**src/dual_input_map.vh**
```
// register offsets, reset values and timing counts of the dual input module
`ifndef DUAL_INPUT_MAP_VH
`define DUAL_INPUT_MAP_VH
`define REG_INPUT_IMAGE         3'h0
`define REG_DIAG_INTERRUPT_ENABLE             3'h1
`define REG_FILTER_CH0          3'h2
`define REG_FILTER_CH1          3'h3
`define REG_RISE_EN             3'h4
`define REG_FALL_EN             3'h5
`define REG_IRQ_DATA            3'h6
`define REG_IRQ_STATE           3'h7
`define RST_DIAG_INTERRUPT_ENABLE             8'h00
`define RST_FILTER              8'h02
`define RST_EDGE_EN             8'h00
`define DIAG_INTERRUPT_ENABLE_OFF             8'h00
`define DIAG_INTERRUPT_ENABLE_ON              8'h40
`define DLY_CODE_1US            8'h00
`define DLY_CODE_3US            8'h02
`define DLY_CODE_10US           8'h04
`define DLY_CODE_86US           8'h07
`define DLY_CODE_342US          8'h09
`define DLY_CODE_2731US         8'h0C
`define CLK_MHZ                 100
`define DLY_US_1                1
`define DLY_US_3                3
`define DLY_US_10               10
`define DLY_US_86               86
`define DLY_US_342              342
`define DLY_US_2731             2731
`define BLINK_HZ                2
`define CLK_HZ                  100000000
`define BLINK_HALF_CYCLES       (`CLK_HZ / (2 * `BLINK_HZ))
`endif

```
**src/input_filter.v**
```verilog
// per-channel input filter with selectable delay for both edges
`timescale 1ns/100ps
`include "dual_input_map.vh"
module input_filter #(
	parameter CNT_W = 19
) (
	input  wire             sys_clk_i,
	input  wire             rst_i,
	input  wire             raw_i,
	input  wire [7:0]       code_i,
	output reg              filt_o,
	output reg              bad_code_o
);
	reg [CNT_W-1:0] cnt_q;
	// kept at the width of the delay constants so no count is cut
	reg [31:0]      limit;

	// delay code to cycle count, other codes flagged
	always @*
	begin
		bad_code_o = 1'b0;
		case (code_i)
			`DLY_CODE_1US:    limit = `DLY_US_1 * `CLK_MHZ;
			`DLY_CODE_3US:    limit = `DLY_US_3 * `CLK_MHZ;
			`DLY_CODE_10US:   limit = `DLY_US_10 * `CLK_MHZ;
			`DLY_CODE_86US:   limit = `DLY_US_86 * `CLK_MHZ;
			`DLY_CODE_342US:  limit = `DLY_US_342 * `CLK_MHZ;
			`DLY_CODE_2731US: limit = `DLY_US_2731 * `CLK_MHZ;
			default:
			begin
				limit = `DLY_US_3 * `CLK_MHZ;
				bad_code_o = 1'b1;
			end
		endcase
	end

	// output follows input once it has differed for limit cycles
	always @(posedge sys_clk_i)
	begin
		if (rst_i)
		begin
			cnt_q  <= {CNT_W{1'b0}};
			filt_o <= 1'b0;
		end
		else if (raw_i == filt_o)
			cnt_q <= {CNT_W{1'b0}};
		else if (cnt_q >= limit - 1'b1)
		begin
			cnt_q  <= {CNT_W{1'b0}};
			filt_o <= raw_i;
		end
		else
			cnt_q <= cnt_q + 1'b1;
	end
endmodule

```
**src/blink_gen.v**
```verilog
// square wave for the configuration error indication
`timescale 1ns/100ps
`include "dual_input_map.vh"
module blink_gen #(
	parameter HALF = `BLINK_HALF_CYCLES
) (
	input  wire             sys_clk_i,
	input  wire             rst_i,
	output reg              blink_o
);
	reg [31:0] cnt_q;

	always @(posedge sys_clk_i)
	begin
		if (rst_i)
		begin
			cnt_q   <= 32'h00000000;
			blink_o <= 1'b0;
		end
		else if (cnt_q >= HALF - 1)
		begin
			cnt_q   <= 32'h00000000;
			blink_o <= ~blink_o;
		end
		else
			cnt_q <= cnt_q + 32'h00000001;
	end
endmodule

```
**src/dual_input_filter_irq_module.v**
```verilog
// two-channel filtered digital input with edge interrupts and status indicators
`timescale 1ns/100ps
`include "dual_input_map.vh"
module dual_input_filter_irq_module #(
	parameter BLINK_HALF = `BLINK_HALF_CYCLES
) (
	input  wire             sys_clk_i,
	input  wire             rst_i,
	input  wire             input_ch0_i,
	input  wire             input_ch1_i,
	input  wire             bus_ok_i,
	input  wire             bus_power_ok_i,
	input  wire             module_error_i,
	input  wire             stop_state_i,
	input  wire             cfg_wr_i,
	input  wire [2:0]       cfg_addr_i,
	input  wire [7:0]       cfg_wdata_i,
	input  wire             cfg_rd_i,
	input  wire             out_wr_i,
	input  wire [7:0]       out_wdata_i,
	input  wire             irq_ack_i,
	output reg  [7:0]       cfg_rdata_o,
	output reg  [7:0]       input_image_o,
	output reg              proc_irq_o,
	output reg              diag_irq_o,
	output reg              irq_lost_o,
	output reg              run_led_o,
	output reg              fault_led_o,
	output reg  [1:0]       ch_led_o,
	output reg              cfg_error_o
);
	reg  [7:0] diag_interrupt_enable_q;
	reg  [7:0] filter_ch0_q;
	reg  [7:0] filter_ch1_q;
	reg  [7:0] rise_en_q;
	reg  [7:0] fall_en_q;
	reg  [1:0] prev_q;
	reg  [1:0] irq_edges_q;
	reg  [1:0] irq_state_q;
	reg        pending_q;
	reg        lost_q;
	reg        diag_bad_q;
	wire [1:0] raw;
	wire [1:0] filt;
	wire [1:0] bad_code;
	wire [1:0] rise;
	wire [1:0] fall;
	wire [1:0] edges;
	wire       diag_on;
	wire       cfg_err;
	wire       blink;
	wire [7:0] out_unused;

	assign raw = {input_ch1_i, input_ch0_i};
	// output area is not used; data is dropped
	assign out_unused = out_wr_i ? out_wdata_i : 8'h00;

	genvar g;
	generate
		for (g = 0; g < 2; g = g + 1)
		begin : ch
			input_filter u_filter (
				.sys_clk_i  (sys_clk_i),
				.rst_i      (rst_i),
				.raw_i      (raw[g]),
				.code_i     (g == 0 ? filter_ch0_q : filter_ch1_q),
				.filt_o     (filt[g]),
				.bad_code_o (bad_code[g])
			);
		end
	endgenerate

	blink_gen #(
		.HALF (BLINK_HALF)
	) u_blink (
		.sys_clk_i (sys_clk_i),
		.rst_i     (rst_i),
		.blink_o   (blink)
	);

	assign rise    = filt & ~prev_q & rise_en_q[1:0];
	assign fall    = ~filt & prev_q & fall_en_q[1:0];
	assign edges   = rise | fall;
	assign diag_on = (diag_interrupt_enable_q == `DIAG_INTERRUPT_ENABLE_ON);
	assign cfg_err = |bad_code | diag_bad_q;

	// configuration registers
	always @(posedge sys_clk_i)
	begin
		if (rst_i)
		begin
			diag_interrupt_enable_q    <= `RST_DIAG_INTERRUPT_ENABLE;
			filter_ch0_q <= `RST_FILTER;
			filter_ch1_q <= `RST_FILTER;
			rise_en_q    <= `RST_EDGE_EN;
			fall_en_q    <= `RST_EDGE_EN;
			diag_bad_q   <= 1'b0;
		end
		else if (cfg_wr_i)
		begin
			case (cfg_addr_i)
				`REG_DIAG_INTERRUPT_ENABLE:
				begin
					// diag enable only accepted in stop state
					if (stop_state_i)
					begin
						diag_interrupt_enable_q  <= cfg_wdata_i;
						diag_bad_q <= (cfg_wdata_i != `DIAG_INTERRUPT_ENABLE_OFF) &&
							(cfg_wdata_i != `DIAG_INTERRUPT_ENABLE_ON);
					end
				end
				`REG_FILTER_CH0: filter_ch0_q <= cfg_wdata_i;
				`REG_FILTER_CH1: filter_ch1_q <= cfg_wdata_i;
				`REG_RISE_EN:    rise_en_q    <= {6'h00, cfg_wdata_i[1:0]};
				`REG_FALL_EN:    fall_en_q    <= {6'h00, cfg_wdata_i[1:0]};
				default:         diag_interrupt_enable_q    <= diag_interrupt_enable_q;
			endcase
		end
	end

	// process interrupt capture; new edges while pending and not acknowledged count as lost
	always @(posedge sys_clk_i)
	begin
		if (rst_i)
		begin
			prev_q      <= 2'b00;
			irq_edges_q <= 2'b00;
			irq_state_q <= 2'b00;
			pending_q   <= 1'b0;
			lost_q      <= 1'b0;
		end
		else
		begin
			prev_q <= filt;
			if (|edges && (!pending_q || irq_ack_i))
			begin
				pending_q   <= 1'b1;
				irq_edges_q <= edges;
				irq_state_q <= filt;
			end
			else if (irq_ack_i)
				pending_q <= 1'b0;
			if (|edges && pending_q && !irq_ack_i)
				lost_q <= 1'b1;
			else if (irq_ack_i)
				lost_q <= 1'b0;
		end
	end

	// registered outputs
	always @(posedge sys_clk_i)
	begin
		if (rst_i)
		begin
			cfg_rdata_o   <= 8'h00;
			input_image_o <= 8'h00;
			proc_irq_o    <= 1'b0;
			diag_irq_o    <= 1'b0;
			irq_lost_o    <= 1'b0;
			run_led_o     <= 1'b0;
			fault_led_o   <= 1'b0;
			ch_led_o      <= 2'b00;
			cfg_error_o   <= 1'b0;
		end
		else
		begin
			input_image_o <= {6'h00, filt};
			ch_led_o      <= filt;
			proc_irq_o    <= pending_q;
			irq_lost_o    <= lost_q;
			diag_irq_o    <= diag_on & lost_q;
			cfg_error_o   <= cfg_err;
			if (!bus_power_ok_i)
			begin
				run_led_o   <= 1'b0;
				fault_led_o <= 1'b0;
			end
			else if (cfg_err)
			begin
				run_led_o   <= blink;
				fault_led_o <= blink;
			end
			else
			begin
				run_led_o   <= bus_ok_i;
				fault_led_o <= !bus_ok_i || module_error_i ||
					(diag_on & lost_q);
			end
			if (cfg_rd_i)
			begin
				case (cfg_addr_i)
					`REG_INPUT_IMAGE: cfg_rdata_o <= {6'h00, filt};
					`REG_DIAG_INTERRUPT_ENABLE:     cfg_rdata_o <= diag_interrupt_enable_q;
					`REG_FILTER_CH0:  cfg_rdata_o <= filter_ch0_q;
					`REG_FILTER_CH1:  cfg_rdata_o <= filter_ch1_q;
					`REG_RISE_EN:     cfg_rdata_o <= rise_en_q;
					`REG_FALL_EN:     cfg_rdata_o <= fall_en_q;
					`REG_IRQ_DATA:    cfg_rdata_o <= {6'h00, irq_edges_q};
					`REG_IRQ_STATE:   cfg_rdata_o <= {6'h00, irq_state_q};
					default:          cfg_rdata_o <= 8'h00;
				endcase
			end
		end
	end
endmodule

```
**config.mk**
```make
export PLATFORM = sky130hd
export DESIGN_NAME = dual_input_filter_irq_module
export DESIGN_NICKNAME = d
export VERILOG_FILES = /design/src/input_filter.v /design/src/blink_gen.v /design/src/dual_input_filter_irq_module.v
export VERILOG_INCLUDE_DIRS = /design/src
export SDC_FILE = /design/constraint.sdc
export NUM_CORES = 1
export LEC_CHECK = 0
export BUFFER_PORTS_ARGS = -buffer_cell sky130_fd_sc_hd__buf_2
export CORE_UTILIZATION = 60
export DETAILED_ROUTE_END_ITERATION = 6
export PLACE_DENSITY = 0.8
export SYNTH_ARGS = -nofsm -noshare
export SYNTH_HDL_FRONTEND = slang
export SYNTH_SLANG_ARGS = --single-unit
```
**constraint.sdc**
```tcl
create_clock -name sys_clk_i -period 6.1 [get_ports sys_clk_i]
set_input_delay 0.305 -clock sys_clk_i [delete_from_list [all_inputs] [get_ports sys_clk_i]]
set_output_delay 0.305 -clock sys_clk_i [all_outputs]
set_load 0.02 [all_outputs]
```
==> results of run 1 <==
==> worst max path at each step <==
| stage | start | endpoint | depth (start not counted) |
|---|---|---|---|
| after global placement | filter_ch1_q[7]$_SDFFE_PP0P_ | ch[1].u_filter.cnt_q[16]$_SDFF_PP0_ | 11 |
| final | filter_ch1_q[7]$_SDFFE_PP0P_ | ch[1].u_filter.cnt_q[12]$_SDFF_PP0_ | 11 |
| after CTS | filter_ch1_q[3]$_SDFFE_PP0P_ | ch[1].u_filter.cnt_q[12]$_SDFF_PP0_ | 13 |
| after floorplan | filter_ch1_q[7]$_SDFFE_PP0P_ | ch[1].u_filter.cnt_q[11]$_SDFF_PP0_ | 13 |
| after detailed placement | filter_ch1_q[7]$_SDFFE_PP0P_ | ch[1].u_filter.cnt_q[8]$_SDFF_PP0_ | 11 |
| after global routing | filter_ch1_q[3]$_SDFFE_PP0P_ | ch[1].u_filter.cnt_q[12]$_SDFF_PP0_ | 13 |
==> kinds of logic after synthesis <==
kind of cell | count (synthesis)
compound gates | 88
xor+xnor | 60
fa+ha+maj | 39
buf+inv | 54
flops | 124
mux | 32
other cells | 2
simple gates | 354
==> state kept, by name, indices dropped and copies added (netlist names), 2 cells and up <==
| signal | flops |
|---|---|
| cfg_rdata_o | 8 |
| ch.u_filter.cnt_q | 38 |
| ch.u_filter.filt_o | 2 |
| ch_led_o | 2 |
| diag_interrupt_enable_q | 8 |
| fall_en_q | 2 |
| filter_ch0_q | 8 |
| filter_ch1_q | 8 |
| irq_edges_q | 2 |
| irq_state_q | 2 |
| rise_en_q | 2 |
| u_blink.cnt_q | 32 |
==> synth_stat cells, types with 6 or more instances <==
library cell	number	area share [%]
nand2_1	68	4.0
xor2_1	21	2.9
dfxtp_1	124	39
nand4_1	17	1.7
mux2i_1	24	3.8
and3_1	13	1.3
nor3_1	23	1.8
xnor2_1	39	5.3
inv_1	17	1.0
a21oi_1	46	3.6
mux2_2	7	1.2
buf_4	10	1.2
or4_1	6	0.70
ha_1	39	7.6
nor4_1	15	1.5
nor2_1	117	6.9
clkbuf_1	25	1.5
a22o_1	6	0.82
nor2b_1	19	1.9
o21ai_0	8	0.63
nand2b_1	9	0.88
nand3_1	41	3.2
==> where the power goes <==
group | total, mW | switching [mW] | internal [mW]
Sequential | 0.831 | 0.00998 | 0.821
Clock | 1.06 | 0.383 | 0.677
Combinational | 0.0927 | 0.0591 | 0.0336
Total | 1.98 | 0.452 | 1.53
==> per-layer routing <==
metal,vias up,global-route usage (%)
met5,-,0
met4,0,11.07
met3,29,7.359
met2,138,45.63
met1,2557,33.10
li1,2694,-
==> worst register-to-register path: cells and delay by family, from the launching register on <==
family                     cells  cell delay [ps]
and+or+nand+nor                6             2330
adders and majority gates      2              530
AOI/OAI and AO/OA              3              600
DFF                            1              330
==> cell type report <==
| type | count | area, sq um |
|---|---|---|
| Fill cell | 769 | 3023 |
| Sequential cell | 124 | 2482 |
| Multi-Input combinational cell | 594 | 3741 |
| Clock inverter | 13 | 191.4 |
| Tap cell | 136 | 170.2 |
| Inverter | 17 | 63.81 |
| Timing Repair Buffer | 42 | 220.2 |
| Clock buffer | 19 | 431.7 |
==> per-stage QoR <==
step / area [sq um] / cells
floorplan: 6464 / 772
global placement: 6668 / 912
detailed placement: 6668 / 912
CTS: 7301 / 945
global route: 7301 / 945
finish: 7301 / 945
==> qor.csv, run 1 <==
stage,metric,value,unit
run_status,status,"finished, final reports clean",
floorplan,Core ar.,10320,sq um
logic_synthesis,Post-Synth XOR/XNOR Area,8.221,%
logic_synthesis,adder and majority gate portion of the synthesized area,7.634,%
routing,DRT iter0 DRCs,322,
worst_setup_path,critical path's slowest cell,nand4_1,
min_path,Hold WC Path Type,primary input to register,
worst_setup_path,r2r setup slk,2220,ps
logic_synthesis,Synth Area in Simple Gates,27.32,%
worst_setup_path,critical path's top delay family,simple AND/OR/NAND/NOR gates,
placement,DPL Wire Length,9.758,mm
routing,number of vias per cell,5.733,
clocking,Worst-Skew Late Latency,540,ps
routing,wire length per cell,14.90,microns
logic_synthesis,synth warn,0,
routing,DR WL met3,730,microns
worst_setup_path,Crit path arrival time,4330,ps
worst_setup_path,Worst R2R Start,filter_ch1_q[7]$_SDFFE_PP0P_,
sta,crit share post-route,63.63,%
final_layout,net count reported at finish,866,
final_layout,# diodes,0,
logic_synthesis,sequential area share after synthesis,38.83,%
clocking,clk sinks,124,
logic_synthesis,#FFs+latches synth,124,
logic_synthesis,cells after synthesis,753,
logic_synthesis,multiplexer share of the synthesized area,5.344,%
sta,RSZ-0062 raised after global routing,no,
routing,max layer used,met4,
routing,met1 WL,6.176,mm
worst_setup_path,"slowest stage delay, CP",690,ps
sta,Max Slew Vio Count,0,
worst_setup_path,cells on worst reg2reg path,11,
grt,GRT Util Overall,27.26,%
final_layout,layout cells sized above 1,10.75,%
sta,Slew HR,47.65,%
routing,vias,5418,
worst_setup_path,FF-to-FF End,ch[1].u_filter.cnt_q[12]$_SDFF_PP0_,
worst_setup_path,worst path bufs/invs,0,
placement,Final GP Congestion,0.7745,
clocking,"Reg clk slew, reported paths",60,ps
placement,PortBufs,39,
floorplan,starting density of the core,61.92,%
logic_synthesis,Compound-Gate Fraction of Synth Area,8.769,%
sta,Final Hold Viols,0,
min_path,hold path depth,2,
pwr,Pwr Total,1.983,mW
grt,vias in the first global route,5256,
min_path,Hold Crit Start,bus_power_ok_i,
clocking,hold-fix buffers at CTS,1,
worst_setup_path,CP Class,register to register,
grt,initial antenna violation count,0,
min_path,hold worst-path end,run_led_o$_SDFF_PP0_,
grt,aggregate global routing overflow,0,
sta,Slew @ Worst Pin,778.1,ps
grt,first-pass GRT wire length,24.09,mm
sta,Final setup viols,0,
final_layout,"most common cell after layout, fill and taps aside",dfxtp_1,
floorplan,die area,11070,sq um
worst_setup_path,CP Cell Sequence,or4_1 > nor4b_1 > ha_1 > nand2_1 > a21oi_1 > ha_1 > nand3_1 > a21oi_1 > o41ai_1 > nand4_1 > nor2_1,
worst_setup_path,CP max FO,19,
sta,Max Fclk,257.6,MHz
grt,pin count of the biggest net entering global routing,57,
logic_synthesis,Mapped Area,6392,sq um
routing,Routed WL,14.08,mm
pwr,worst vdd ir,219.4,uV
pwr,PD cells,271.7,nW/um^2
final_layout,Post-Route Utilization,70.72,%
routing,DRC,0,
floorplan,die width,105.2,microns
worst_setup_path,crit end category,register,
clocking,CTS tree,built,
pwr,P_leak,2.865,nW
clocking,total CTS buffers,17,
logic_synthesis,asr flop ratio synth,0,%
floorplan,Die H,105.2,microns
logic_synthesis,"Top FF cell, synth",dfxtp_1,
sta,worst setup margin,2218,ps
final_layout,"leading cell types in the layout, fill and taps excluded","124 x dfxtp_1, 117 x nor2_1, 68 x nand2_1, 46 x a21oi_1, 41 x nand3_1",
logic_synthesis,largest family of logic cells by synthesized area,simple AND/OR/NAND/NOR gates,
logic_synthesis,syn_area_per_cell,8.489,sq um
clocking,Longest Clk Path Bufs,2,
clocking,H-tree depth,4,
clocking,root buffer cell,clkbuf_8,
sta,setup tns final,0,ps
clocking,# resized after CTS,0,
routing,total iterations of the first detailed-routing run,5,
sta,Layout Skew,7.122,ps
sta,hold slack,28.29,ps
floorplan,num ports,55,
job,number of max-cap violations,0,
placement,Place WS,2243,ps
routing,met2 wire len,6.880,mm
routing,ANT nets after route,0,
floorplan,site row count,37,
worst_setup_path,startpoint types,register,
sta,Final min period,3882,ps
clocking,post-CTS setup buffer count,0,
final_layout,area grow syn2layout,14.21,%
logic_synthesis,synth unique cells,59,
worst_setup_path,critical path required time,6550,ps
logic_synthesis,"EDFF count, synth",0,
Power figures use the tool's default switching activity.
==> inputs of run 2 (changes only) <==
==> constraint.sdc (replaced) <==
create_clock -name sys_clk_i -period 4 [get_ports sys_clk_i]
set_input_delay 0.2 -clock sys_clk_i [delete_from_list [all_inputs] [get_ports sys_clk_i]]
set_output_delay 0.2 -clock sys_clk_i [all_outputs]
set_load 0.02 [all_outputs]
==> run 2 against run 1 <==
Combinational power is 63% higher. Maximum frequency grew 14%. Sequential share of layout area fell by 0.23 points. Clock-buffer cell count rose by 9. Core utilization is 0.48 points higher. Wire length rose by 0.21%. Largest power group unchanged.
==> qor.csv, run 2 (synthesis gave the netlist of run 1 again) <==
stage,metric,value,unit,change
sta,Final setup viols,0,,unchanged
pwr,Clk pwr share,50.8,%,-2.6 points
clocking,Worst-Skew Late Latency,540,ps,about the same
min_path,Hold Crit Start,bus_ok_i,,
final_layout,largest reg by FF count,ch.u_filter.cnt_q,,
worst_setup_path,CP max FO,19,,unchanged
worst_setup_path,Setup crit start,filter_ch1_q[7]$_SDFFE_PP0P_,,
pwr,PD cells,391.8,nW/um^2,+44%
clocking,root buffer cell,clkbuf_8,,
sta,hold slack,25.89,ps,-2.401 ps
clocking,total CTS buffers,17,,unchanged
final_layout,filler instances,797,,+3.6%
clocking,H-tree depth,4,,unchanged
sta,crit share post-route,85.43,%,+22 points
worst_setup_path,"slowest stage delay, CP",660,ps,-30 ps
sta,Slew HR,46.91,%,-0.74 points
floorplan,site row count,37,,unchanged
sta,Final Hold Viols,0,,unchanged
worst_setup_path,critical path's top delay family,simple AND/OR/NAND/NOR gates,,
worst_setup_path,worst path bufs/invs,1,,+1
clocking,clk sinks,124,,unchanged
worst_setup_path,CP Cell Sequence,or4_1 > nor4b_1 > ha_1 > nand2_1 > a21oi_1 > ha_1 > nand3_1 > a21oi_1 > o41ai_1 > nand4_1 > buf_4 > nor2_1,,
clocking,CTS tree,built,,
final_layout,register cell area after layout,2482,sq um,unchanged
grt,GRT Util Overall,27.04,%,-0.22 points
sta,setup tns final,0,ps,unchanged
pwr,Internal,2.235,mW,+46%
routing,DRT iter0 DRCs,273,,-15%
sta,Max Slew Vio Count,0,,unchanged
final_layout,area grow syn2layout,14.99,%,
grt,pin count of the biggest net entering global routing,56,,-1.8%
sta,Layout Skew,6.605,ps,-0.5164 ps
routing,ANT nets after route,0,,unchanged
floorplan,num ports,55,,unchanged
grt,aggregate global routing overflow,0,,unchanged
floorplan,die area,11070,sq um,unchanged
routing,wire length per cell,14.76,microns,-0.94%
pwr,power share of the combinational group,5.2,%,+0.5 points
final_layout,multi-input logic area,3741,sq um,unchanged
grt,initial antenna violation count,0,,unchanged
routing,number of vias per cell,5.668,,-1.1%
clocking,# resized after CTS,0,,unchanged
sta,Final min period,3417,ps,-464.6 ps
min_path,Hold WC Path Type,primary input to register,,
final_layout,"leading cell types in the layout, fill and taps excluded","124 x dfxtp_1, 117 x nor2_1, 68 x nand2_1, 46 x a21oi_1, 41 x nand3_1",,
pwr,P_leak,2.885,nW,+0.69%
floorplan,die width,105.2,microns,unchanged
pwr,worst vdd ir,508.6,uV,+130%
placement,DPL Wire Length,9.570,mm,-1.9%
placement,PortBufs,39,,unchanged
final_layout,net count reported at finish,877,,+1.3%
routing,Routed WL,14.11,mm,+0.21%
final_layout,"most common cell after layout, fill and taps aside",dfxtp_1,,
final_layout,max reg flops,38,,unchanged
sta,Max Fclk,292.6,MHz,+14%
worst_setup_path,crit end category,register,,
worst_setup_path,startpoint types,register,,
clocking,"Reg clk slew, reported paths",60,ps,about the same
worst_setup_path,critical path required time,4470,ps,-2080 ps
worst_setup_path,CP Class,register to register,,
pwr,part of the power in registers,44.0,%,+2.1 points
routing,DRC,0,,unchanged
pwr,sw power,0.6443,mW,+43%
placement,Final GP Congestion,0.7791,,+0.59%
sta,Slew @ Worst Pin,794.4,ps,+16.33 ps
final_layout,# diodes,0,,unchanged
job,number of max-cap violations,0,,unchanged
pwr,Sw Share,22.37,%,-0.41 points
routing,total iterations of the first detailed-routing run,5,,unchanged
pwr,Pwr Total,2.880,mW,+45%
floorplan,Core ar.,10320,sq um,unchanged
clocking,Longest Clk Path Bufs,2,,unchanged
final_layout,biggest regs,"ch.u_filter.cnt_q x38, u_blink.cnt_q x32",,
grt,first-pass GRT wire length,23.72,mm,-1.5%
routing,vias,5419,,+0.018%
sta,worst setup margin,582.9,ps,-1635 ps
run_status,status,"finished, final reports clean",,
final_layout,Post-Route Utilization,71.20,%,+0.48 points
floorplan,starting density of the core,61.92,%,unchanged
floorplan,Die H,105.2,microns,unchanged
final_layout,layout cells sized above 1,10.37,%,-0.39 points
sta,RSZ-0062 raised after global routing,no,,
placement,Place WS,634.8,ps,-1608 ps
worst_setup_path,Crit path arrival time,3890,ps,-440 ps
worst_setup_path,critical path's slowest cell,or4_1,,
worst_setup_path,Worst R2R Start,filter_ch1_q[7]$_SDFFE_PP0P_,,
grt,vias in the first global route,5168,,-1.7%
[run 2: cell types whose count changed in the layout (fill, tap and decap cells not counted), sizes merged]
| cell | previous run | this run |
|---|---|---|
| buf | 41 | 43 |
| inv | 18 | 17 |
| clkinv | 5 | 0 |
| clkbuf | 19 | 28 |
| dlygate4sd3 | 1 | 10 |
| bufinv | 4 | 1 |
[run 2: tightest hold or removal path, delay by kind of cell]
| kind | cells | cell delay (ps) |
|---|---|---|
| buf+inv | 1 | 80 |
| mux | 1 | 80 |
| simple gates | 1 | 160 |
[run 2: layout make-up]
type	instances	share of cell area, %
multi-input combinational	594	50.89
tap	136	2.315
sequential	124	33.77
clock buffer	28	7.013
inverter	17	0.8681
clock inverter	4	0.7149
timing repair buffer	53	4.426
[run 2: metal layers]
metal / vias up / routed length (microns) / track usage [%]
li1: 2714 / - / -
met1: 2521 / 6179 / 32.64
met2: 154 / 6970 / 45.82
met3: 30 / 657 / 6.184
met4: 0 / 303 / 12.07
met5: - / 0 / 0
[run 2: repair_timing]
action	in CTS	in global routing
endpoints found under the setup margin	0	0
setup buffers	0	0
hold buffers	10	0
hold endpoints to repair	24	0
[run 2: worst paths after layout]
kind	end	slack, ps	cells after the start
worst min-delay path	run_led_o$_SDFF_PP0_	30	3
worst max register to register	ch[1].u_filter.cnt_q[2]$_SDFF_PP0_	580	12
worst max-delay path	ch[1].u_filter.cnt_q[2]$_SDFF_PP0_	580	12
worst min register to register	ch[0].u_filter.cnt_q[0]$_SDFF_PP0_	460	1
[run 2: power groups by stage]
stage | combinational, mW | clock [mW] | sequential (mW)
finish | 0.151 | 1.46 | 1.27
global route | 0.164 | 1.54 | 1.27
CTS | 0.149 | 1.48 | 1.27
detailed placement | 0.140 | 0 | 1.29
global placement | 0.136 | 0 | 1.29
floorplan | 0.0997 | 0 | 1.29
[run 2: metrics by stage]
stage	instance area [sq um]	instances
2_1_floorplan	6464	772
3_3_place_gp	6683	914
3_5_place_dp	6683	914
4_1_cts	7351	956
5_1_grt	7351	956
6_report	7351	956
